===== config.mk =====
export PLATFORM = sky130hd
export DESIGN_NAME = sac_control
export DESIGN_NICKNAME = d
export VERILOG_FILES = /design/src/sac_pkg.sv /design/src/sac_control.sv
export SDC_FILE = /design/constraint.sdc
export NUM_CORES = 1
export LEC_CHECK = 0
export BUFFER_PORTS_ARGS = -buffer_cell sky130_fd_sc_hd__buf_4
export CORE_ASPECT_RATIO = 1.25
export CORE_UTILIZATION = 55
export DETAILED_ROUTE_END_ITERATION = 10
export PLACE_DENSITY = 0.82
export SYNTH_ARGS = -nofsm -noshare
export SYNTH_HDL_FRONTEND = slang
export SYNTH_SLANG_ARGS = --single-unit

===== constraint.sdc =====
create_clock -name CLK -period 3.73 [get_ports CLK]
set_clock_uncertainty 0.05 [all_clocks]
set_input_delay 0.373 -clock CLK [delete_from_list [all_inputs] [get_ports CLK]]
set_output_delay 0.373 -clock CLK [all_outputs]
set_load 0.02 [all_outputs]

===== src/sac_pkg.sv =====
// Purpose: shared constants and types for the converter control block
// Assumes: AXI4-Lite register access, one 200 MHz clock
// Notes: registers sit one per aligned 32-bit word
package sac_pkg;
	localparam logic [3:0] SAC_OFS_STATUS_CONTROL = 4'h0;
	localparam logic [3:0] SAC_OFS_RESULT_HIGH = 4'h4;
	localparam logic [3:0] SAC_OFS_RESULT_LOW = 4'h8;
	localparam logic [3:0] SAC_OFS_CLOCK = 4'hc;
	localparam logic [4:0] SAC_OFS_PORT = 5'h10;
	// status/control fields
	localparam int SAC_BIT_DONE = 7;
	localparam int SAC_BIT_IEN = 6;
	localparam int SAC_BIT_CONT = 5;
	// clock register fields
	localparam int SAC_BIT_DIV_LO = 5;
	localparam int SAC_BIT_ICLK = 4;
	localparam int SAC_BIT_MODE_LO = 2;
	localparam logic [4:0] SAC_CH_OFF = 5'h1f;
	localparam logic [4:0] SAC_CH_RESET = 5'h1f;
	localparam logic [7:0] SAC_CLOCK_RESET = 8'h00;
	localparam logic [4:0] SAC_CONV_CYCLES = 5'h10;
	localparam logic [1:0] SAC_RESP_OKAY = 2'h0;
	localparam logic [1:0] SAC_RESP_SLVERR = 2'h2;
	typedef enum logic [1:0] {SAC_LEFT, SAC_RIGHT, SAC_SIGNED, SAC_TRUNC}
		sac_just_t;
	typedef struct packed {
		logic [9:0] code;
		logic valid;
	} sac_result_t;
endpackage

===== src/sac_control.sv =====
// Purpose: control logic of an eight-channel 10-bit SAR converter
// Assumes: comparator in analog core; AXI4-Lite register access
// Notes: conversion clock is a divided enable on CLK
// Notes on behaviour
// - full scale 3ff, low reference 000
// - status/control write starts a conversion
// - conversion lasts 16 converter clocks
// - continuous mode overwrites result unless interlocked
// - continuous mode restarts until bit cleared
// - done flag set until data read
// - single mode converts once per write
// - four justification modes from clock register
// - left mode, high then low read interlock
// - right mode two high, eight low
// - signed mode inverts result top bit
// - truncation puts eight msbs low, no lock
// - interrupt mode replaces done flag
// - selected pin forced analog, reads zero
// - unselected pins stay ordinary port pins
// - mux routes one of eight channels
// - idle mode keeps converter running
// - halt aborts conversion, no restart on exit
// - all-ones channel select powers converter off
// - divider 1,2,4,8 or 16 when top set
// - data read or control write clears interrupt
`timescale 1ns/100ps
`default_nettype none
module sac_control
	import sac_pkg::*;
(
	input wire logic CLK,
	input wire logic RST_N,
	input wire logic [3:0] S_AXI_AWADDR,
	input wire logic S_AXI_AWVALID,
	output logic S_AXI_AWREADY,
	input wire logic [31:0] S_AXI_WDATA,
	input wire logic [3:0] S_AXI_WSTRB,
	input wire logic S_AXI_WVALID,
	output logic S_AXI_WREADY,
	output logic [1:0] S_AXI_BRESP,
	output logic S_AXI_BVALID,
	input wire logic S_AXI_BREADY,
	input wire logic [3:0] S_AXI_ARADDR,
	input wire logic S_AXI_ARVALID,
	output logic S_AXI_ARREADY,
	output logic [31:0] S_AXI_RDATA,
	output logic [1:0] S_AXI_RRESP,
	output logic S_AXI_RVALID,
	input wire logic S_AXI_RREADY,
	input wire logic [7:0] PORT_PIN_IN,
	input wire logic [7:0] PORT_DATA,
	input wire logic [7:0] PORT_DIR,
	input wire logic COMP_OUT,
	input wire logic BUS_CLK_EN,
	input wire logic IDLE_MODE,
	input wire logic HALT_MODE,
	output logic [7:0] PIN_OUT,
	output logic [7:0] PIN_OE,
	output logic [7:0] ANALOG_SEL,
	output logic [9:0] DAC_CODE,
	output logic SAMPLE,
	output logic CONV_POWER,
	output logic CONV_IRQ
);
	typedef enum logic [1:0] {ST_IDLE, ST_SAMPLE, ST_BITS, ST_DONE} sac_st_t;
	sac_st_t st_reg, st_next;
	logic [4:0] ch_reg;
	logic cont_reg, ien_reg, done_reg, irq_reg;
	logic [7:0] clk_reg;
	logic [9:0] sar_reg, res_reg;
	logic [4:0] cyc_reg;
	logic [3:0] bit_reg;
	logic [3:0] div_reg;
	logic lock_reg;
	logic [1:0] lowsel_reg;
	logic [7:0] pin_s1_reg, pin_s2_reg;
	logic cmp_s1_reg, cmp_s2_reg, halt_s1_reg, halt_s2_reg;
	logic [7:0] lo_latch_reg;
	logic [3:0] aw_addr_reg, ar_addr_reg;
	logic [31:0] w_data_reg;
	logic aw_have_reg, w_have_reg;
	// axi write path
	wire wr_go = aw_have_reg && w_have_reg && !S_AXI_BVALID;
	wire wr_lane0 = S_AXI_WSTRB[0];
	wire wr_sc = wr_go && aw_addr_reg == SAC_OFS_STATUS_CONTROL;
	wire wr_ck = wr_go && aw_addr_reg == SAC_OFS_CLOCK;
	wire wr_ok = aw_addr_reg == SAC_OFS_STATUS_CONTROL ||
		aw_addr_reg == SAC_OFS_CLOCK;
	wire rd_go = S_AXI_ARVALID && S_AXI_ARREADY;
	wire rd_hi = rd_go && S_AXI_ARADDR == SAC_OFS_RESULT_HIGH;
	wire rd_lo = rd_go && S_AXI_ARADDR == SAC_OFS_RESULT_LOW;
	sac_just_t mode;
	assign mode = sac_just_t'(clk_reg[SAC_BIT_MODE_LO +: 2]);
	wire power_off = ch_reg == SAC_CH_OFF;
	// the channel being written decides, not the one it replaces
	wire wr_off = wr_lane0 ? w_data_reg[4:0] == SAC_CH_OFF : power_off;
	wire halted = halt_s2_reg;
	wire [7:0] sel_onehot = (ch_reg[4:3] == 2'h0) ?
		(8'h01 << ch_reg[2:0]) : 8'h00;
	// divider: 1,2,4,8 or 16 input clocks per converter tick
	wire [2:0] div_sel = clk_reg[SAC_BIT_DIV_LO +: 3];
	wire [3:0] div_max = div_sel[2] ? 4'hf :
		(4'h1 << div_sel[1:0]) - 4'h1;
	wire src_en = clk_reg[SAC_BIT_ICLK] ? 1'b1 : BUS_CLK_EN;
	wire tick = src_en && div_reg == div_max;
	wire conv_end = st_reg == ST_DONE && tick;
	// interlock applies only to the paired byte modes
	wire locked = lock_reg && mode != SAC_TRUNC;
	wire store = conv_end && !locked;
	always_comb begin
		st_next = st_reg;
		case (st_reg)
			ST_IDLE: st_next = ST_IDLE;
			ST_SAMPLE: if (tick && cyc_reg == 5'h04) st_next = ST_BITS;
			ST_BITS: if (tick && bit_reg == 4'h0) st_next = ST_DONE;
			ST_DONE: if (tick) st_next = cont_reg ? ST_SAMPLE : ST_IDLE;
			default: st_next = ST_IDLE;
		endcase
		if (power_off || halted) st_next = ST_IDLE;
		if (wr_sc)
			st_next = (wr_off || halted) ? ST_IDLE : ST_SAMPLE;
	end
	always_ff @(posedge CLK) begin
		pin_s1_reg <= PORT_PIN_IN;
		pin_s2_reg <= pin_s1_reg;
		cmp_s1_reg <= COMP_OUT;
		cmp_s2_reg <= cmp_s1_reg;
		halt_s1_reg <= HALT_MODE;
		halt_s2_reg <= halt_s1_reg;
	end
	// sequencer: 5 sample ticks + 10 bit ticks + 1 done tick = 16 clocks;
	// the divider is held at zero while idle, so the first tick comes a full tick after the start
	always_ff @(posedge CLK) begin
		if (!RST_N) begin
			st_reg <= ST_IDLE;
			div_reg <= 4'h0;
			cyc_reg <= 5'h0;
			bit_reg <= 4'h0;
			sar_reg <= 10'h000;
		end else begin
			st_reg <= st_next;
			div_reg <= (tick || st_reg == ST_IDLE) ? 4'h0 :
				(src_en ? div_reg + 4'h1 : div_reg);
			if (wr_sc || (st_reg == ST_DONE && tick)) begin
				cyc_reg <= 5'h0;
				bit_reg <= 4'h9;
				sar_reg <= 10'h200;
			end else if (tick && st_reg == ST_SAMPLE) begin
				cyc_reg <= cyc_reg + 5'h1;
			end else if (tick && st_reg == ST_BITS) begin
				// keep the trial bit when input is at or above it
				sar_reg[bit_reg] <= cmp_s2_reg;
				if (bit_reg != 4'h0)
					sar_reg[bit_reg - 4'h1] <= 1'b1;
				bit_reg <= bit_reg - 4'h1;
			end
		end
	end
	// registers, flags and result
	always_ff @(posedge CLK) begin
		if (!RST_N) begin
			ch_reg <= SAC_CH_RESET;
			cont_reg <= 1'b0;
			ien_reg <= 1'b0;
			clk_reg <= SAC_CLOCK_RESET;
			done_reg <= 1'b0;
			irq_reg <= 1'b0;
			res_reg <= 10'h000;
			lock_reg <= 1'b0;
			lo_latch_reg <= 8'h00;
		end else begin
			if (wr_sc && wr_lane0) begin
				ch_reg <= w_data_reg[4:0];
				cont_reg <= w_data_reg[SAC_BIT_CONT];
				ien_reg <= w_data_reg[SAC_BIT_IEN];
			end
			if (wr_ck && S_AXI_WSTRB[0])
				clk_reg <= w_data_reg[7:0];
			if (store)
				res_reg <= sar_reg;
			// set wins over the clearing read
			if (store && !ien_reg)
				done_reg <= 1'b1;
			else if (rd_hi || rd_lo || ien_reg)
				done_reg <= 1'b0;
			if (store && ien_reg)
				irq_reg <= 1'b1;
			else if (rd_hi || rd_lo || wr_sc)
				irq_reg <= 1'b0;
			if (rd_hi && mode != SAC_TRUNC) begin
				lock_reg <= 1'b1;
				lo_latch_reg <= lowsel_reg == 2'h0 ?
					{res_reg[1:0], 6'h00} : res_reg[7:0];
			end else if (rd_lo) begin
				lock_reg <= 1'b0;
			end
		end
	end
	// formatting of the held result
	logic [7:0] hi_view, lo_view;
	always_comb begin
		case (mode)
			SAC_LEFT: begin
				hi_view = res_reg[9:2];
				lo_view = {res_reg[1:0], 6'h00};
			end
			SAC_RIGHT: begin
				hi_view = {6'h00, res_reg[9:8]};
				lo_view = res_reg[7:0];
			end
			SAC_SIGNED: begin
				hi_view = {~res_reg[9], res_reg[8:2]};
				lo_view = {res_reg[1:0], 6'h00};
			end
			default: begin
				hi_view = 8'h00;
				lo_view = res_reg[9:2];
			end
		endcase
	end
	wire [7:0] lo_out = locked ? lo_latch_reg : lo_view;
	wire [7:0] sc_view = {done_reg, ien_reg, cont_reg, ch_reg};
	wire [7:0] port_view = pin_s2_reg & ~sel_onehot;
	logic [7:0] rd_mux;
	always_comb begin
		case (S_AXI_ARADDR)
			SAC_OFS_STATUS_CONTROL: rd_mux = sc_view;
			SAC_OFS_RESULT_HIGH: rd_mux = hi_view;
			SAC_OFS_RESULT_LOW: rd_mux = lo_out;
			SAC_OFS_CLOCK: rd_mux = clk_reg;
			default: rd_mux = port_view;
		endcase
	end
	// axi channels
	always_ff @(posedge CLK) begin
		if (!RST_N) begin
			aw_have_reg <= 1'b0;
			w_have_reg <= 1'b0;
			aw_addr_reg <= 4'h0;
			w_data_reg <= 32'h0;
			S_AXI_AWREADY <= 1'b0;
			S_AXI_WREADY <= 1'b0;
			S_AXI_BVALID <= 1'b0;
			S_AXI_BRESP <= SAC_RESP_OKAY;
			S_AXI_ARREADY <= 1'b0;
			S_AXI_RVALID <= 1'b0;
			S_AXI_RDATA <= 32'h0;
			S_AXI_RRESP <= SAC_RESP_OKAY;
			lowsel_reg <= 2'h0;
		end else begin
			S_AXI_AWREADY <= !aw_have_reg && !S_AXI_AWREADY;
			S_AXI_WREADY <= !w_have_reg && !S_AXI_WREADY;
			if (S_AXI_AWVALID && S_AXI_AWREADY) begin
				aw_have_reg <= 1'b1;
				aw_addr_reg <= S_AXI_AWADDR;
			end
			if (S_AXI_WVALID && S_AXI_WREADY) begin
				w_have_reg <= 1'b1;
				w_data_reg <= {1'b0, S_AXI_WDATA[30:0]};
			end
			if (wr_go) begin
				aw_have_reg <= 1'b0;
				w_have_reg <= 1'b0;
				S_AXI_BVALID <= 1'b1;
				S_AXI_BRESP <= wr_ok ? SAC_RESP_OKAY : SAC_RESP_SLVERR;
			end else if (S_AXI_BREADY) begin
				S_AXI_BVALID <= 1'b0;
			end
			S_AXI_ARREADY <= !S_AXI_RVALID && !S_AXI_ARREADY &&
				S_AXI_ARVALID;
			if (rd_go) begin
				S_AXI_RVALID <= 1'b1;
				S_AXI_RDATA <= {24'h0, rd_mux};
				S_AXI_RRESP <= S_AXI_ARADDR[3:2] != 2'h0 ||
					S_AXI_ARADDR == SAC_OFS_STATUS_CONTROL ?
					SAC_RESP_OKAY : SAC_RESP_SLVERR;
			end else if (S_AXI_RREADY) begin
				S_AXI_RVALID <= 1'b0;
			end
			lowsel_reg <= (mode == SAC_RIGHT) ? 2'h1 : 2'h0;
		end
	end
	// pins and analog core drive
	always_ff @(posedge CLK) begin
		if (!RST_N) begin
			PIN_OUT <= 8'h00;
			PIN_OE <= 8'h00;
			ANALOG_SEL <= 8'h00;
			DAC_CODE <= 10'h000;
			SAMPLE <= 1'b0;
			CONV_POWER <= 1'b0;
			CONV_IRQ <= 1'b0;
		end else begin
			PIN_OUT <= PORT_DATA & ~sel_onehot;
			PIN_OE <= PORT_DIR & ~sel_onehot;
			ANALOG_SEL <= power_off ? 8'h00 : sel_onehot;
			DAC_CODE <= sar_reg;
			SAMPLE <= st_reg == ST_SAMPLE;
			CONV_POWER <= !power_off && !halted;
			CONV_IRQ <= irq_reg;
		end
	end
	// checks
	// converter ticks seen since the start, for the conversion length
	logic [4:0] chk_ticks_reg;
	always_ff @(posedge CLK) begin
		if (!RST_N || wr_sc || conv_end || st_reg == ST_IDLE) begin
			chk_ticks_reg <= 5'h00;
		end else if (tick && chk_ticks_reg != 5'h1f) begin
			chk_ticks_reg <= chk_ticks_reg + 5'h01;
		end
	end
	chk_conv_ticks: assert property (@(posedge CLK) disable iff (!RST_N)
		conv_end |-> chk_ticks_reg == SAC_CONV_CYCLES - 5'h01)
		else $error("conversion length not sixteen ticks");
	chk_write_starts: assert property (@(posedge CLK) disable iff (!RST_N)
		wr_sc && !wr_off && !halted |=> st_reg == ST_SAMPLE)
		else $error("control write did not start a conversion");
	chk_off_idle: assert property (@(posedge CLK) disable iff (!RST_N)
		power_off && !wr_sc |=> st_reg == ST_IDLE)
		else $error("sequencer ran with converter powered off");
	chk_off_nosel: assert property (@(posedge CLK) disable iff (!RST_N)
		power_off |=> ANALOG_SEL == 8'h00)
		else $error("channel routed with converter powered off");
	chk_halt_idle: assert property (@(posedge CLK) disable iff (!RST_N)
		halted |=> st_reg == ST_IDLE)
		else $error("sequencer ran while halted");
	chk_irq_set: assert property (@(posedge CLK) disable iff (!RST_N)
		store && ien_reg |=> irq_reg)
		else $error("interrupt not raised after conversion");
	chk_lock_keep: assert property (@(posedge CLK) disable iff (!RST_N)
		locked |=> $stable(res_reg))
		else $error("result changed while interlocked");
	chk_cont_restart: assert property (@(posedge CLK) disable iff (!RST_N)
		conv_end && cont_reg && !wr_sc && !power_off && !halted
		|=> st_reg == ST_SAMPLE)
		else $error("continuous mode did not restart");
	chk_done_noirq: assert property (@(posedge CLK) disable iff (!RST_N)
		ien_reg |=> !done_reg)
		else $error("done flag set in interrupt mode");
	chk_irq_clear: assert property (@(posedge CLK) disable iff (!RST_N)
		wr_sc && !store |=> !irq_reg)
		else $error("interrupt not cleared by control write");
	chk_pin_zero: assert property (@(posedge CLK) disable iff (!RST_N)
		PIN_OE == (PIN_OE & ~ANALOG_SEL))
		else $error("selected pin still driven");
	chk_single_stop: assert property (@(posedge CLK) disable iff (!RST_N)
		conv_end && !cont_reg && !wr_sc |=> st_reg == ST_IDLE)
		else $error("single mode did not stop");
	chk_signed_msb: assert property (@(posedge CLK) disable iff (!RST_N)
		mode == SAC_SIGNED |-> hi_view[7] != res_reg[9])
		else $error("signed mode msb not inverted");
	chk_trunc_high: assert property (@(posedge CLK) disable iff (!RST_N)
		mode == SAC_TRUNC |-> hi_view == 8'h00)
		else $error("truncation high byte not zero");
	cov_single: cover property (@(posedge CLK) conv_end && !cont_reg);
	cov_cont: cover property (@(posedge CLK) conv_end && cont_reg);
	cov_locked: cover property (@(posedge CLK) conv_end && locked);
	cov_irq: cover property (@(posedge CLK) store && ien_reg);
	cov_trunc: cover property (@(posedge CLK) conv_end && mode == SAC_TRUNC);
endmodule
`default_nettype wire


# --- Yosys cells after proc, flatten, opt, wreduce, memory -nomap -nowiden ---
# Index checks and enable logic that the tools add are counted.
totals:
  wordCells: 192
  out_inout_bits: 78
  in_bits: 79
  regBits: 151
classes:
  n_reduce_logical: 72
  muxes: 42
  shift: 2
  eq_ne: 18
  n_addsub: 4
  magnitude_cmp: 4
  bitwise_logic: 8
op_table:
  columns: ["cell", "n"]
  rows:
  - ["$mux 10", 4]
  - ["$pmux 8 s4", 1]
  - ["$logic_and 1x1->1", 29]
  - ["$and 8x8->8", 3]
  - ["$mux 8", 3]
  - ["$pmux 8 s3", 1]
  - ["$mux 1", 17]
  - ["$mux 4", 4]
  - ["$pmux 8 s2", 1]
  - ["$mux 2", 7]
  - ["$reduce_bool 2->1", 7]
  - ["$eq 4x4->1 const B", 3]
  - ["$logic_not 4->1", 3]
  - ["$logic_not 1->1", 11]
  - ["$bwmux 10", 1]
  - ["$eq 5x5->1 const B", 2]
  - ["$lt 4x5->1 const B", 2]
  - ["$or 10x10->10", 1]
  - ["$reduce_or 2->1", 5]
  - ["$logic_or 1x1->1", 9]
  - ["$demux 1 s4", 2]
  - ["$ge 4x1->1 const B", 2]
  - ["$logic_not 2->1", 4]
  - ["$ne 4x4->1 const B", 2]
  - ["18 further kinds", 26]

# --- Longest topological paths before layout ---
# Gate-level depths: netlist of the first run.
depth:
  ltp_word: 10
  mapped_depth: 10
  mapped_depth_nobuf: 8

# --- Least setup slack after synthesis of the first run ---
# Ideal clock, no wire load.
synth_path:
  path_type: "flip-flop to flip-flop"
  start: "reg clk_reg[7]"
  end: "reg res_reg[1]"
  path_slack_ps: 1726
  arrival_ps: 1827
  t_required_ps: 3552
  stages_incl_launch_ff: 9
  period_less_slack_ps: 2004
  cell_sequence: "dfxtp_1 > clkbuf_1 > nor4b_1 > o41ai_2 > a211oi_4 > nand3_2 > buf_4 > mux2i_1 > nor2_1"
synth_via:
  elab_chain_cells: 5
synth_lines:
  columns: ["element", "line", "text"]
  rows:
  - ["from (decl)", "sac_control.sv:69", "logic [7:0] clk_reg;"]
  - ["from (signal assigned)", "sac_control.sv:178", "clk_reg <= w_data_reg[7:0];"]
  - ["$mux 4", "sac_control.sv:102", "wire [3:0] div_max = div_sel[2] ? 4'hf :"]
  - ["$eq 4x4->1", "sac_control.sv:105", "wire tick = src_en && div_reg == div_max;"]
  - ["$logic_and 1x1->1", "sac_control.sv:105", null]
  - ["$logic_and 1x1->1", "sac_control.sv:106", "wire conv_end = st_reg == ST_DONE && tick;"]
  - ["$logic_and 1x1->1", "sac_control.sv:109", "wire store = conv_end && !locked;"]
  - ["to (signal assigned)", "sac_control.sv:180", "res_reg <= sar_reg;"]
  - ["to (decl)", "sac_control.sv:70", "logic [9:0] sar_reg, res_reg;"]
# No other way between the ends.
# A chain may end at the register's enable or synchronous reset.

# --- Worst setup path after layout of the first run ---
layout_path:
  start: "reg clk_reg[6]"
  end: "reg irq_reg"
layout_via:
  elab_chain_cells: 9
  word_cells_on_any_way: 10
  classes_between: "add/sub: 1; eq/ne: 1; shift: 1; mux: 2; reduce/logical: 5"
layout_lines:
  columns: ["element", "line", "text"]
  rows:
  - ["$shl 1x2->4 (*)", "sac_control.sv:103", "(4'h1 << div_sel[1:0]) - 4'h1;"]
  - ["$sub 4x1->4 (*)", "sac_control.sv:103", null]
  - ["$mux 4 (*)", "sac_control.sv:102", null]
  - ["$eq 4x4->1 (*)", "sac_control.sv:105", null]
  - ["$logic_and 1x1->1 (*)", "sac_control.sv:105", null]
  - ["$logic_and 1x1->1 (*)", "sac_control.sv:106", null]
  - ["$logic_and 1x1->1 (*)", "sac_control.sv:109", null]
  - ["$logic_and 1x1->1 (*)", "sac_control.sv:186", "if (store && ien_reg)"]
  - ["$mux 1 / $reduce_bool 2->1 (equally long branches)", null, null]
  - ["to (signal assigned)", "sac_control.sv:167", "irq_reg <= 1'b0;"]
  - ["to (signal assigned)", "sac_control.sv:187", "irq_reg <= 1'b1;"]
  - ["to (signal assigned)", "sac_control.sv:189", "irq_reg <= 1'b0;"]
  - ["to (decl)", "sac_control.sv:68", "logic cont_reg, ien_reg, done_reg, irq_reg;"]
# Every way passes the cells marked *; elsewhere a longest branch is shown, timed or not.

==> summary.md, run 1 <==
| Metric | Value |
|---|---|
| Cell breakdown of the critical path | `nor4b_1 -> o41ai_2 -> a211oi_4 -> nand3_2 -> o22a_1 -> nor2_1` |
| Source of the worst hold timing path | `PORT_PIN_IN[3]` |
| Global-route total usage across every layer | `0.270` |
| Ant diodes | `0` |
| Cells on Worst Hold Path | `1` |
| Setup repair after global routing missed its margin | `false` |
| Fraction of the core area covered by cells at the end of the flow | `0.702` |
| Power density over the cells | `483 nW/µm²` |
| Routability congestion estimate from global placement | `0.949` |
| Multi-input gate area | `2850 µm²` |
| Post-synthesis instance total | `690` |
| Standard cell with the maximum stage delay on the critical path | `sky130_fd_sc_hd__a211oi_4` |
| Leakage | `3.19 nW` |
| Post-CTS repair timing setup buffer count | `0` |
| Post-DR vias/cell | `5.73` |
| Destination of the worst hold path | `pin_s1_reg[3]` |
| Ratio of final minimum period to clock period | `0.660` |
| Remaining number of nets flagged by the antenna check after routing | `0` |
| CTS sink count | `148` |
| FMAX | `406 MHz` |
| Fraction of layout cells with a size suffix above 1 | `0.187` |
| Final period demand of the worst path | `2460 ps` |
| Via count of the first global-routing pass | `4945` |
| Post-cts repair resize count | `0` |
| Worst supply voltage drop on vdd | `285 µV` |
| Port Buffers | `102` |
| Wirelength, routed | `14800 µm` |
| Share of async-settable or async-resettable flops after synthesis | `0` |
| First-pass GRT wire length | `24100 µm` |
| Final count of pins violating max slew | `0` |
| Worst slew margin relative to its limit | `0.481` |
| Detailed-route via count | `5327` |
| Average cell area after synthesis | `8.85 µm²` |
| Register-to-register setup slack | `1270 ps` |
| Starting Density | `0.570` |
| Core Rows | `42` |
| Clock power share | `0.487` |
| Count of flip-flops with a built-in enable after synthesis | `0` |
| Design internal power | `2.78 mW` |
| Detailed placer's ending HPWL | `10100 µm` |
| Fraction of power consumed by combinational cells | `0.061` |
| DRC violations left | `0` |
| Die W | `96.3 µm` |
| Longest Clk Path Bufs | `2` |
| Insertion delay of the later-clocked pin in the worst-skew pair | `420 ps` |
| Congestion Overflow GR | `0` |
| Clock tree from TritonCTS | `yes` |
| Count of unique library cells instantiated by Yosys | `56` |
| Buffer type at the clock tree root | `sky130_fd_sc_hd__clkbuf_16` |
| Endpoints failing setup | `0` |
| Hold crit path type | `input port to register` |
| Startpoint kind of the worst setup timing path | `register` |
| Synth Flop Type | `sky130_fd_sc_hd__dfxtp_1` |
| Ports | `157` |
| Register Area | `2960 µm²` |
| Critical path required time | `4030 ps` |
| Final worst-path setup slack | `1270 ps` |
| Dpl ws | `1310 ps` |
| Clk pin slew, worst setup/hold paths | `60 ps` |
| #FFs+latches synth | `148` |
| Max-cap violations | `0` |
| Share of synthesized area occupied by flip-flops and latches | `0.485` |
| Placeable core area | `10700 µm²` |
| Total Nets Final | `876` |
| Layout Area Growth over Synthesis | `23.2%` |
| Area of the die | `11500 µm²` |
| CP Data Arrival Time | `2760 ps` |
| Net switching component of the power | `0.858 mW` |
| Outcome | `finished clean` |
| FF-to-FF Start | `clk_reg[6]` |
| R2R cell count | `6` |
| Total design power | `3.64 mW` |
| Reg-to-reg critical path endpoint | `irq_reg` |
| Setup_tns | `0 ps` |
| Synthesis Warnings | `0` |
| Count of filler cells inserted in the layout | `812` |
| Largest driver fanout on the critical path | `12` |
| Switching share of power | `0.236` |
| Iteration-0 DRC Markers | `258` |
| Critical Path Sink Type | `register` |
| Iteration count of the initial detailed-routing pass | `5` |
| Final routed wire length divided by cell count | `15.9 µm` |
| Antenna violations before repair | `0` |
| Summed instance area of the synthesized netlist | `6110 µm²` |
| Setup CP Type | `register to register` |
| Hold violation count in the final report | `0` |
| Vertical extent of the die | `120 µm` |
| Level count of the clock H-tree | `4` |
| Largest net degree at the start of global routing | `57` |
| Delay of the slowest cell on the worst path | `500 ps` |
| Seq pwr share | `0.452` |
| Slew at the pin closest to its max-slew limit | `775 ps` |
| TritonCTS Buffers | `17` |
[layer usage]
metal | track usage | vias to the layer above | part of all wire
met5 | 0 | - | 0
met4 | 0.122 | 0 | 0.030
met3 | 0.0672 | 39 | 0.066
met2 | 0.475 | 219 | 0.52
met1 | 0.300 | 2525 | 0.38
li1 | - | 2544 | -
[repair_timing]
item,in CTS,in global routing
hold buffers,9,0
hold endpoints to repair,9,0
endpoints found under the setup margin,0,0
[critical path: cells and delay by family, from the launching register on]
kind | cells | cell delay, ps
AOI/OAI and AO/OA | 3 | 1000
and+or+nand+nor | 3 | 860
DFF | 1 | 480
[cells by family after synthesis]
logic type	Yosys count	share of synthesized area
DFF	148	0.485
and+or+nand+nor	286	0.224
muxes	24	0.0414
AOI/OAI and AO/OA	130	0.142
xor gates and xnor gates	13	0.0186
buffers and inverters	76	0.0639
adders and majority gates	12	0.0246
other	1	0.000614
[power by group through the flow]
stage,Clock [mW],Sequential (mW),Combinational [mW]
final,1.77,1.64,0.222
after global routing,1.86,1.65,0.241
after CTS,1.79,1.64,0.220
after detailed placement,0,1.68,0.210
after global placement,0,1.68,0.206
after floorplan,0,1.69,0.128
[area by class of cell]
| cell class | instances | area share |
|---|---|---|
| sequential | 148 | 0.394 |
| clock inverter | 15 | 0.0258 |
| tap | 132 | 0.0219 |
| inverter | 13 | 0.00648 |
| timing repair buffer | 114 | 0.117 |
| clock buffer | 17 | 0.0565 |
| multi-input combinational | 491 | 0.379 |
[synthesized netlist by cell type (all sizes together) (5+ instances only)]
master,instances,area share
and2,17,0.017
a221oi,6,0.0086
a32o,7,0.011
xor2,8,0.011
nand2,83,0.051
mux2i,23,0.038
a21oi,55,0.046
nand3,57,0.048
o31ai,9,0.011
nor3,16,0.013
xnor2,5,0.0072
nor2b,6,0.0061
o21ai,13,0.011
clkbuf,29,0.018
nand2b,7,0.0072
a211oi,7,0.011
a22oi,11,0.014
nor2,60,0.037
dfxtp,148,0.49
inv,13,0.0080
and3,22,0.023
ha,12,0.025
buf,34,0.038
[cells in the final DEF, fill, tap and decap left out, types with 6 or more instances in the layout]
cell type                       Yosys  final
sky130_fd_sc_hd__xor2_1             8      8
sky130_fd_sc_hd__and2_1            15     15
sky130_fd_sc_hd__dlygate4sd3_1      0      9
sky130_fd_sc_hd__dfxtp_1          148    148
sky130_fd_sc_hd__a22oi_1           11     11
sky130_fd_sc_hd__o31ai_1            9      9
sky130_fd_sc_hd__nor3_1            16     16
sky130_fd_sc_hd__nor2b_1            6      6
sky130_fd_sc_hd__a21oi_1           54     54
sky130_fd_sc_hd__a32o_1             7      7
sky130_fd_sc_hd__nand2b_1           7      7
sky130_fd_sc_hd__inv_1             13     13
sky130_fd_sc_hd__buf_4             27    105
sky130_fd_sc_hd__inv_6              0      6
sky130_fd_sc_hd__mux2i_1           23     23
sky130_fd_sc_hd__nand3_1           56     56
sky130_fd_sc_hd__and3_1            22     22
sky130_fd_sc_hd__nor2_1            60     60
sky130_fd_sc_hd__nand2_1           82     82
sky130_fd_sc_hd__ha_1              12     12
sky130_fd_sc_hd__clkbuf_16          0     17
sky130_fd_sc_hd__conb_1             1     26
sky130_fd_sc_hd__a221oi_1           6      6
sky130_fd_sc_hd__o21ai_0           13     13
[worst max path at each step]
| stage | start | to | slack [ps] |
|---|---|---|---|
| final | clk_reg[6] | irq_reg | 1270 |
| after global routing | clk_reg[6] | irq_reg | 1050 |
| after CTS | clk_reg[6] | irq_reg | 1270 |
| after detailed placement | clk_reg[6] | res_reg[0] | 1310 |
| after global placement | clk_reg[6] | irq_reg | 1430 |
| after floorplan | clk_reg[7] | res_reg[1] | 1730 |
[per-stage QoR]
step	cells	hold slack, ps	cell area [µm²]
detailed placement	889	262	6820
CTS	930	3.42	7530
floorplan	715	260	6200
finish	930	17.4	7530
global route	930	10.1	7530
global placement	889	262	6820
No activity file was read; power rests on OpenSTA's default activity.
==> inputs of run 2 (changes only) <==
--- a/config.mk
+++ b/config.mk
@@ -5,11 +5,12 @@
 export SDC_FILE = /design/constraint.sdc
 export NUM_CORES = 1
 export LEC_CHECK = 0
+export ABC_AREA = 1
 export BUFFER_PORTS_ARGS = -buffer_cell sky130_fd_sc_hd__buf_4
 export CORE_ASPECT_RATIO = 1.25
-export CORE_UTILIZATION = 55
+export CORE_UTILIZATION = 53
 export DETAILED_ROUTE_END_ITERATION = 10
-export PLACE_DENSITY = 0.82
+export PLACE_DENSITY = 0.79
 export SYNTH_ARGS = -nofsm -noshare
 export SYNTH_HDL_FRONTEND = slang
 export SYNTH_SLANG_ARGS = --single-unit
==> constraint.sdc (replaced) <==
create_clock -name CLK -period 2.3 [get_ports CLK]
set_clock_uncertainty 0.05 [all_clocks]
set_input_delay 0.23 -clock CLK [delete_from_list [all_inputs] [get_ports CLK]]
set_output_delay 0.23 -clock CLK [all_outputs]
set_load 0.02 [all_outputs]
==> run 2 against run 1 <==
Compared with the run above: clock power increased by 60%; non-clock buffer count increased by 19; power increased by 63%; routed wire length increased by 11%; largest cell class unchanged; highest routed layer unchanged.
==> summary.md, run 2 <==
| Metric | Value |
|---|---|
| Clk pin slew, worst setup/hold paths | `70 ps (was 60 ps)` |
| Final routed wire length divided by cell count | `13.7 µm (was 15.9 µm)` |
| Setup_tns | `0 ps (unchanged)` |
| Leakage | `3.75 nW (was 3.19 nW)` |
| Fraction of layout cells with a size suffix above 1 | `0.160 (was 0.187)` |
| Core Rows | `44 (was 42)` |
| Iteration count of the initial detailed-routing pass | `6 (was 5)` |
| Routability congestion estimate from global placement | `0.937 (was 0.949)` |
| Area of the die | `12600 µm² (was 11500 µm²)` |
| Outcome | `finished clean (unchanged)` |
| Detailed-route via count | `6018 (was 5327)` |
| Slew at the pin closest to its max-slew limit | `577 ps (was 775 ps)` |
| Total Nets Final | `1117 (was 876)` |
| Final count of pins violating max slew | `0 (unchanged)` |
| Buffer type at the clock tree root | `sky130_fd_sc_hd__clkbuf_16 (unchanged)` |
| Setup repair after global routing missed its margin | `false (unchanged)` |
| Count of flip-flops with a built-in enable after synthesis | `0 (unchanged)` |
| Share of async-settable or async-resettable flops after synthesis | `0 (unchanged)` |
| Placeable core area | `11700 µm² (was 10700 µm²)` |
| Summed instance area of the synthesized netlist | `6460 µm² (was 6110 µm²)` |
| Largest net degree at the start of global routing | `40 (was 57)` |
| Largest driver fanout on the critical path | `7 (was 12)` |
| First-pass GRT wire length | `26600 µm (was 24100 µm)` |
| Insertion delay of the later-clocked pin in the worst-skew pair | `420 ps (about the same)` |
| Port Buffers | `102 (unchanged)` |
| Post-DR vias/cell | `5.02 (was 5.73)` |
| Share of the synthesized area in the top cell type | `0.459 (was 0.485)` |
| Cell accounting for the most synthesized area | `sky130_fd_sc_hd__dfxtp_1 (unchanged)` |
| Startpoint kind of the worst setup timing path | `register (unchanged)` |
| Final period demand of the worst path | `1910 ps (was 2460 ps)` |
| Detailed placer's ending HPWL | `11000 µm (was 10100 µm)` |
| Vertical extent of the die | `125 µm (was 120 µm)` |
| Synthesis Warnings | `0 (unchanged)` |
| Setup CP Type | `register to register (unchanged)` |
| Antenna violations before repair | `0 (unchanged)` |
| Via count of the first global-routing pass | `5764 (was 4945)` |
| Post-synthesis instance total | `897 (was 690)` |
| Congestion Overflow GR | `0 (unchanged)` |
| Wirelength, routed | `16500 µm (was 14800 µm)` |
| Highest-count cells in the layout ignoring fill and taps | `sky130_fd_sc_hd__nand2_1 (234), sky130_fd_sc_hd__dfxtp_1 (148), sky130_fd_sc_hd__nor2_1 (111) (was sky130_fd_sc_hd__dfxtp_1 (148), sky130_fd_sc_hd__buf_4 (105), sky130_fd_sc_hd__nand2_1 (82))` |
| Largest cells by area after synthesis | `sky130_fd_sc_hd__dfxtp_1 (46%), sky130_fd_sc_hd__nand2_1 (14%), sky130_fd_sc_hd__nor2_1 (6.4%), sky130_fd_sc_hd__inv_1 (6.2%), sky130_fd_sc_hd__a21oi_1 (5.0%) (was sky130_fd_sc_hd__dfxtp_1 (49%), sky130_fd_sc_hd__nand2_1 (5.0%), sky130_fd_sc_hd__nand3_1 (4.6%), sky130_fd_sc_hd__a21oi_1 (4.4%), sky130_fd_sc_hd__mux2i_1 (3.8%))` |
| Hold violation count in the final report | `0 (unchanged)` |
| Most frequent cell after synthesis | `sky130_fd_sc_hd__nand2_1 (was sky130_fd_sc_hd__dfxtp_1)` |
| TritonCTS Buffers | `17 (unchanged)` |
| Die W | `101 µm (was 96.3 µm)` |
| Critical Path Sink Type | `register (unchanged)` |
| Ant diodes | `0 (unchanged)` |
| DRC violations left | `0 (unchanged)` |
| Count of unique library cells instantiated by Yosys | `34 (was 56)` |
| Starting Density | `0.551 (was 0.570)` |
| Global-route total usage across every layer | `0.266 (was 0.270)` |
| Total design power | `5.92 mW (was 3.64 mW)` |
| Power density over the cells | `729 nW/µm² (was 483 nW/µm²)` |
| Remaining number of nets flagged by the antenna check after routing | `0 (unchanged)` |
| Leading cell type in the layout, fill and taps excluded | `sky130_fd_sc_hd__nand2_1 (was sky130_fd_sc_hd__dfxtp_1)` |
| CTS sink count | `148 (unchanged)` |
| Endpoints failing setup | `0 (unchanged)` |
| Worst slew margin relative to its limit | `0.615 (was 0.481)` |
| Synth Flop Type | `sky130_fd_sc_hd__dfxtp_1 (unchanged)` |
| Top cells by count, synth | `sky130_fd_sc_hd__nand2_1 (234), sky130_fd_sc_hd__dfxtp_1 (148), sky130_fd_sc_hd__nor2_1 (111) (was sky130_fd_sc_hd__dfxtp_1 (148), sky130_fd_sc_hd__nand2_1 (82), sky130_fd_sc_hd__nor2_1 (60))` |
| Ratio of final minimum period to clock period | `0.830 (was 0.660)` |
| Average cell area after synthesis | `7.20 µm² (was 8.85 µm²)` |
| Hold crit path type | `input port to register (unchanged)` |
| Ports | `157 (unchanged)` |
| Longest Clk Path Bufs | `2 (unchanged)` |
| FMAX | `524 MHz (was 406 MHz)` |
| CP Data Arrival Time | `2210 ps (was 2760 ps)` |
| Layout Area Growth over Synthesis | `25.7% (was 23.2%)` |
| Max-cap violations | `0 (unchanged)` |
| Worst supply voltage drop on vdd | `509 µV (was 285 µV)` |
| Clock tree from TritonCTS | `yes (unchanged)` |
| Post-cts repair resize count | `0 (unchanged)` |
| Iteration-0 DRC Markers | `380 (was 258)` |
| #FFs+latches synth | `148 (unchanged)` |
| Share of synthesized area occupied by flip-flops and latches | `0.459 (was 0.485)` |
| Level count of the clock H-tree | `4 (unchanged)` |
| Critical path required time | `2600 ps (was 4030 ps)` |
## run 2: changes by cell type after synthesis, moves of 15 or more
cell and delta:
sky130_fd_sc_hd__nand2_1 +152, sky130_fd_sc_hd__inv_1 +93, sky130_fd_sc_hd__nor2_1 +51, sky130_fd_sc_hd__o21ai_0 +39, sky130_fd_sc_hd__mux2i_1 -23, sky130_fd_sc_hd__and3_1 -22
sky130_fd_sc_hd__clkbuf_1 -16, sky130_fd_sc_hd__and2_1 -15
## run 2: metrics by stage
step	instances	utilization	hold WS, ps	setup slack [ps]	area (µm²)
final	1200	0.692	8.72	391	8120
after global routing	1200	0.692	12.2	179	8120
after CTS	1200	0.692	8.11	446	8120
after detailed placement	1141	0.618	263	451	7240
after global placement	1141	0.618	260	510	7240
after floorplan	922	-	208	829	6560
## run 2: final cells by class
type                    instances  area (µm²)
repair buffers                133        1070
well taps                     161         201
clock inverters                15         181
inverters                     112         420
multi-input cells             614        2860
flip-flops and latches        148        2960
fillers                       955        3610
clock buffers                  17         425
## run 2: metal layers
metal  part of all wire  global-route usage
met3              0.059              0.0548
met2               0.50               0.469
met4              0.038               0.142
met1               0.40               0.298
met5                  0                   0
## run 2: kinds of logic after synthesis
| kind of cell | share of synthesized area |
|---|---|
| adder cells (fa/ha/maj) | 0.0232 |
| AND/OR/NAND/NOR | 0.279 |
| buffers and inverters | 0.113 |
| flip-flops | 0.459 |
| XOR/XNOR | 0.00949 |
| AO/OA/AOI/OAI | 0.116 |
| other | 0.000580 |
## run 2: path summary, 6_finish.rpt
| check | start | endpoint | slack [ps] | cells past startpoint |
|---|---|---|---|---|
| setup / recovery | bit_reg[0] | sar_reg[3] | 390 | 9 |
| hold / removal | S_AXI_RREADY | S_AXI_RVALID | 9 | 4 |
| setup reg to reg | bit_reg[0] | sar_reg[3] | 390 | 9 |
| hold reg to reg | pin_s1_reg[1] | pin_s2_reg[1] | 270 | 0 |
## run 2: what timing repair did
action                                 in CTS  in global routing
endpoints found under the hold margin      27                  0
hold buffers                               27                  0
buffers inserted                            0                  0
## run 2: worst max-delay path, cell delays in order, from the launching register on
cell	delay, ps
sky130_fd_sc_hd__dfxtp_1	410
sky130_fd_sc_hd__inv_1	150
sky130_fd_sc_hd__ha_1	260
sky130_fd_sc_hd__nand2_1	90
sky130_fd_sc_hd__nand2_1	170
sky130_fd_sc_hd__nor2_1	330
sky130_fd_sc_hd__nand2_1	90
sky130_fd_sc_hd__nand3_1	90
sky130_fd_sc_hd__nand2_1	70
sky130_fd_sc_hd__a21oi_2	130
## run 2: power by group
part	switching, mW	leakage [nW]	total (mW)	internal [mW]
combinational	0.246	2.25	0.421	0.175
clock	1.18	0.298	2.83	1.65
sequential	0.0381	1.21	2.67	2.63
==> inputs of run 3 (changes only) <==
--- a/config.mk
+++ b/config.mk
@@ -5,12 +5,12 @@
 export SDC_FILE = /design/constraint.sdc
 export NUM_CORES = 1
 export LEC_CHECK = 0
-export ABC_AREA = 1
+export ABC_AREA = 0
 export BUFFER_PORTS_ARGS = -buffer_cell sky130_fd_sc_hd__buf_4
 export CORE_ASPECT_RATIO = 1.25
-export CORE_UTILIZATION = 53
+export CORE_UTILIZATION = 48
 export DETAILED_ROUTE_END_ITERATION = 10
-export PLACE_DENSITY = 0.79
+export PLACE_DENSITY = 0.76
 export SYNTH_ARGS = -nofsm -noshare
 export SYNTH_HDL_FRONTEND = slang
 export SYNTH_SLANG_ARGS = --single-unit
==> constraint.sdc (replaced) <==
create_clock -name CLK -period 1.7 [get_ports CLK]
set_clock_uncertainty 0.05 [all_clocks]
set_input_delay 0.17 -clock CLK [delete_from_list [all_inputs] [get_ports CLK]]
set_output_delay 0.17 -clock CLK [all_outputs]
set_load 0.02 [all_outputs]
==> run 3 against run 2 <==
Compared with the run above: the flow now finishes with violations (negative setup slack); setup slack got worse by 720 ps; non-clock buffer count rose by 80; combinational power up 43%; count of clock-buffer cells in the layout unchanged; cell area is 7.4% higher; sequential cell count is the same; fmax is 5.8% lower; worst hold slack improved by 10 ps; critical path depth unchanged; sequential share of layout area shrank 2.3 points; clock power rose by 27%; critical path type unchanged; largest power group is now sequential cells; highest routed layer unchanged.
==> summary.md, run 3 (same netlist as run 1, synthesis figures left out) <==
| Metric | Value |
|---|---|
| Outcome | `finished, violations left (was finished clean)` |
| Failing checks | `negative setup slack` |
| Routed met3 length | `1170 µm (was 977 µm)` |
| FMAX | `493 MHz (was 524 MHz)` |
| Post-route met1 wirelength | `6700 µm (was 6640 µm)` |
| Via count of the first global-routing pass | `5761 (was 5764)` |
| Antenna violations before repair | `0 (unchanged)` |
| Number of standard cells in the final layout excluding fillers | `1062 (was 1200)` |
| Critical path required time | `1960 ps (was 2600 ps)` |
| Power density over the cells | `895 nW/µm² (was 729 nW/µm²)` |
| Buffer type at the clock tree root | `sky130_fd_sc_hd__clkbuf_16 (unchanged)` |
| Setup repair after global routing missed its margin | `true (was false)` |
| Critical Path Sink Type | `register (unchanged)` |
| Highest-count cells in the layout ignoring fill and taps | `sky130_fd_sc_hd__buf_4 (159), sky130_fd_sc_hd__dfxtp_1 (142), sky130_fd_sc_hd__nand2_1 (78) (was sky130_fd_sc_hd__nand2_1 (234), sky130_fd_sc_hd__dfxtp_1 (148), sky130_fd_sc_hd__nor2_1 (111))` |
| Cell breakdown of the critical path | `and3_4 -> o41ai_4 -> buf_4 -> a211oi_4 -> buf_6 -> buf_6 -> clkbuf_16 -> o21ai_2 -> a21oi_2 (was inv_1 -> ha_1 -> nand2_1 -> nand2_1 -> nor2_1 -> nand2_1 -> nand3_1 -> nand2_1 -> a21oi_2)` |
| Global-route total usage across every layer | `0.272 (was 0.266)` |
| Ratio of final minimum period to clock period | `1.19 (was 0.830)` |
| Core Rows | `45 (was 44)` |
| Routability congestion estimate from global placement | `0.932 (was 0.937)` |
| DRC violations left | `0 (unchanged)` |
| Startpoint kind of the worst setup timing path | `register (unchanged)` |
| Post-DR vias/cell | `5.52 (was 5.02)` |
| CTS sink count | `148 (unchanged)` |
| Level count of the clock H-tree | `4 (unchanged)` |
| Instance area at placement | `7360 µm² (was 7240 µm²)` |
| Setup_tns | `-7970 ps (was 0 ps)` |
| Register-to-register setup slack | `-330 ps (was 390 ps)` |
| Delay of the slowest cell on the worst path | `420 ps (was 410 ps)` |
| Slew at the pin closest to its max-slew limit | `531 ps (was 577 ps)` |
| Hold crit path type | `input port to register (unchanged)` |
| Met2 routed wirelength | `9030 µm (was 8220 µm)` |
| Largest net degree at the start of global routing | `29 (was 40)` |
| Remaining number of nets flagged by the antenna check after routing | `0 (unchanged)` |
| Max-cap violations | `0 (unchanged)` |
| Clock power share | `0.460 (was 0.478)` |
| Port Buffers | `102 (unchanged)` |
| Crit path from | `clk_reg[6] (was bit_reg[0])` |
| Detailed placer's ending HPWL | `11300 µm (was 11000 µm)` |
| Worst slew margin relative to its limit | `0.643 (was 0.615)` |
| CP Data Arrival Time | `2290 ps (was 2210 ps)` |
| Final count of pins violating max slew | `0 (unchanged)` |
| Layout Area Growth over Synthesis | `42.7% (was 25.7%)` |
| FF-to-FF Start | `clk_reg[6] (was bit_reg[0])` |
| Ports | `157 (unchanged)` |
| First-pass GRT wire length | `27600 µm (was 26600 µm)` |
| Iteration count of the initial detailed-routing pass | `6 (unchanged)` |
| Highest metal layer with signal wires | `met4 (unchanged)` |
| Source of the worst hold timing path | `S_AXI_WVALID (was S_AXI_RREADY)` |
| Fraction of power consumed by combinational cells | `0.077 (was 0.071)` |
| Area of all placed cells without fillers | `8720 µm² (was 8120 µm²)` |
| Iteration-0 DRC Markers | `285 (was 380)` |
| Net switching component of the power | `2.04 mW (was 1.47 mW)` |
| Standard cell with the maximum stage delay on the critical path | `sky130_fd_sc_hd__o41ai_4 (was sky130_fd_sc_hd__dfxtp_1)` |
| Leading cell type in the layout, fill and taps excluded | `sky130_fd_sc_hd__buf_4 (was sky130_fd_sc_hd__nand2_1)` |
| Final routed wire length divided by cell count | `16.7 µm (was 13.7 µm)` |
| Design internal power | `5.75 mW (was 4.45 mW)` |
| Ant diodes | `0 (unchanged)` |
| Wirelength, routed | `17700 µm (was 16500 µm)` |
| Count of filler cells inserted in the layout | `881 (was 955)` |
| Area of the die | `13200 µm² (was 12600 µm²)` |
| Endpoints failing setup | `37 (was 0)` |
| Insertion delay of the later-clocked pin in the worst-skew pair | `420 ps (about the same)` |
| Fraction of layout cells with a size suffix above 1 | `0.292 (was 0.160)` |
| Die W | `103 µm (was 101 µm)` |
| Setup CP Type | `register to register (unchanged)` |
| Hold violation count in the final report | `0 (unchanged)` |
| Final period demand of the worst path | `2030 ps (was 1910 ps)` |
| Leakage | `3.73 nW (was 3.75 nW)` |
| Vertical extent of the die | `128 µm (was 125 µm)` |
| Worst supply voltage drop on vdd | `587 µV (was 509 µV)` |
| Final worst-path setup slack | `-327 ps (was 391 ps)` |
| Clk pin slew, worst setup/hold paths | `70 ps (about the same)` |
| Most frequent CP cell | `sky130_fd_sc_hd__buf_6 (was sky130_fd_sc_hd__nand2_1)` |
| Detailed-route via count | `5864 (was 6018)` |
| Switching share of power | `0.262 (was 0.248)` |
| Seq pwr share | `0.462 (was 0.451)` |
| Clock tree from TritonCTS | `yes (unchanged)` |
| Cell count after placement | `977 (was 1141)` |
| TritonCTS Buffers | `17 (unchanged)` |
| Fraction of the core area covered by cells at the end of the flow | `0.710 (was 0.692)` |
| Total Nets Final | `976 (was 1117)` |
| Largest driver fanout on the critical path | `6 (was 7)` |
| Congestion Overflow GR | `0 (unchanged)` |
| Longest Clk Path Bufs | `2 (unchanged)` |
| Starting Density | `0.498 (was 0.551)` |
| Placeable core area | `12300 µm² (was 11700 µm²)` |
[run 3: cell count changes in the layout (fill, tap and decap cells not counted), moves of 15 or more]
cell                            before  now
sky130_fd_sc_hd__inv_1             106   13
sky130_fd_sc_hd__o21ai_0            52   11
sky130_fd_sc_hd__buf_4             106  159
sky130_fd_sc_hd__nor2_1            111   60
sky130_fd_sc_hd__mux2i_1             0   22
sky130_fd_sc_hd__and3_1              0   21
sky130_fd_sc_hd__a21oi_1            65   47
sky130_fd_sc_hd__nand2_1           234   78
sky130_fd_sc_hd__dlygate4sd3_1      27   42
[run 3: area by class of cell]
class	count	area [µm²]	share of cell area
Clock buffer	17	425	0.0488
Multi-Input combinational cell	492	3110	0.357
Clock inverter	15	141	0.0162
Inverter	13	48.8	0.00560
Sequential cell	148	2980	0.342
Tap cell	164	205	0.0235
Timing Repair Buffer	213	1810	0.208
[run 3: power by group through the flow]
stage          clock network [mW]  registers [mW]  logic (mW)
2_1_floorplan                   0            3.71       0.284
3_3_place_gp                    0            3.68       0.483
3_5_place_dp                    0            3.68       0.494
4_1_cts                      3.60            3.60       0.584
5_1_grt                      3.79            3.61       0.651
6_report                     3.59            3.60       0.604
[run 3: metrics by stage]
step	setup WS, ps	power (mW)	hold WS, ps
6_report	-327	7.80	18.8
5_1_grt	-353	8.05	20.9
4_1_cts	-228	7.79	14.4
3_5_place_dp	-339	4.18	226
3_3_place_gp	-241	4.16	224
2_1_floorplan	-233	3.99	148
[run 3: final timing paths]
check                       end  cells after the start
setup / recovery     sar_reg[9]                      9
hold / removal    w_data_reg[0]                      3
setup reg to reg     sar_reg[9]                      9
hold reg to reg      cmp_s2_reg                      0
[run 3: timing repair]
action                                  4_1_cts  5_1_grt
hold buffers                                 42        0
pin swaps                                    10       12
endpoints found under the setup margin       40       48
endpoints found under the hold margin        42        0
gates resized for setup                      21       37
setup buffers                                 5        2
gates cloned                                  2        2
[run 3: per-layer routing]
metal / GRT usage / vias to the layer above
met3: 0.0638 / 79
met5: 0 / -
met1: 0.295 / 2735
li1: - / 2758
met2: 0.469 / 292
met4: 0.169 / 0
[run 3: critical path, delay by kind of cell, from the launching register on]
kind	cells	cell delay, ps
buffers and inverters	4	630
AO/OA/AOI/OAI	4	690
flip-flops	1	370
AND/OR/NAND/NOR	1	180
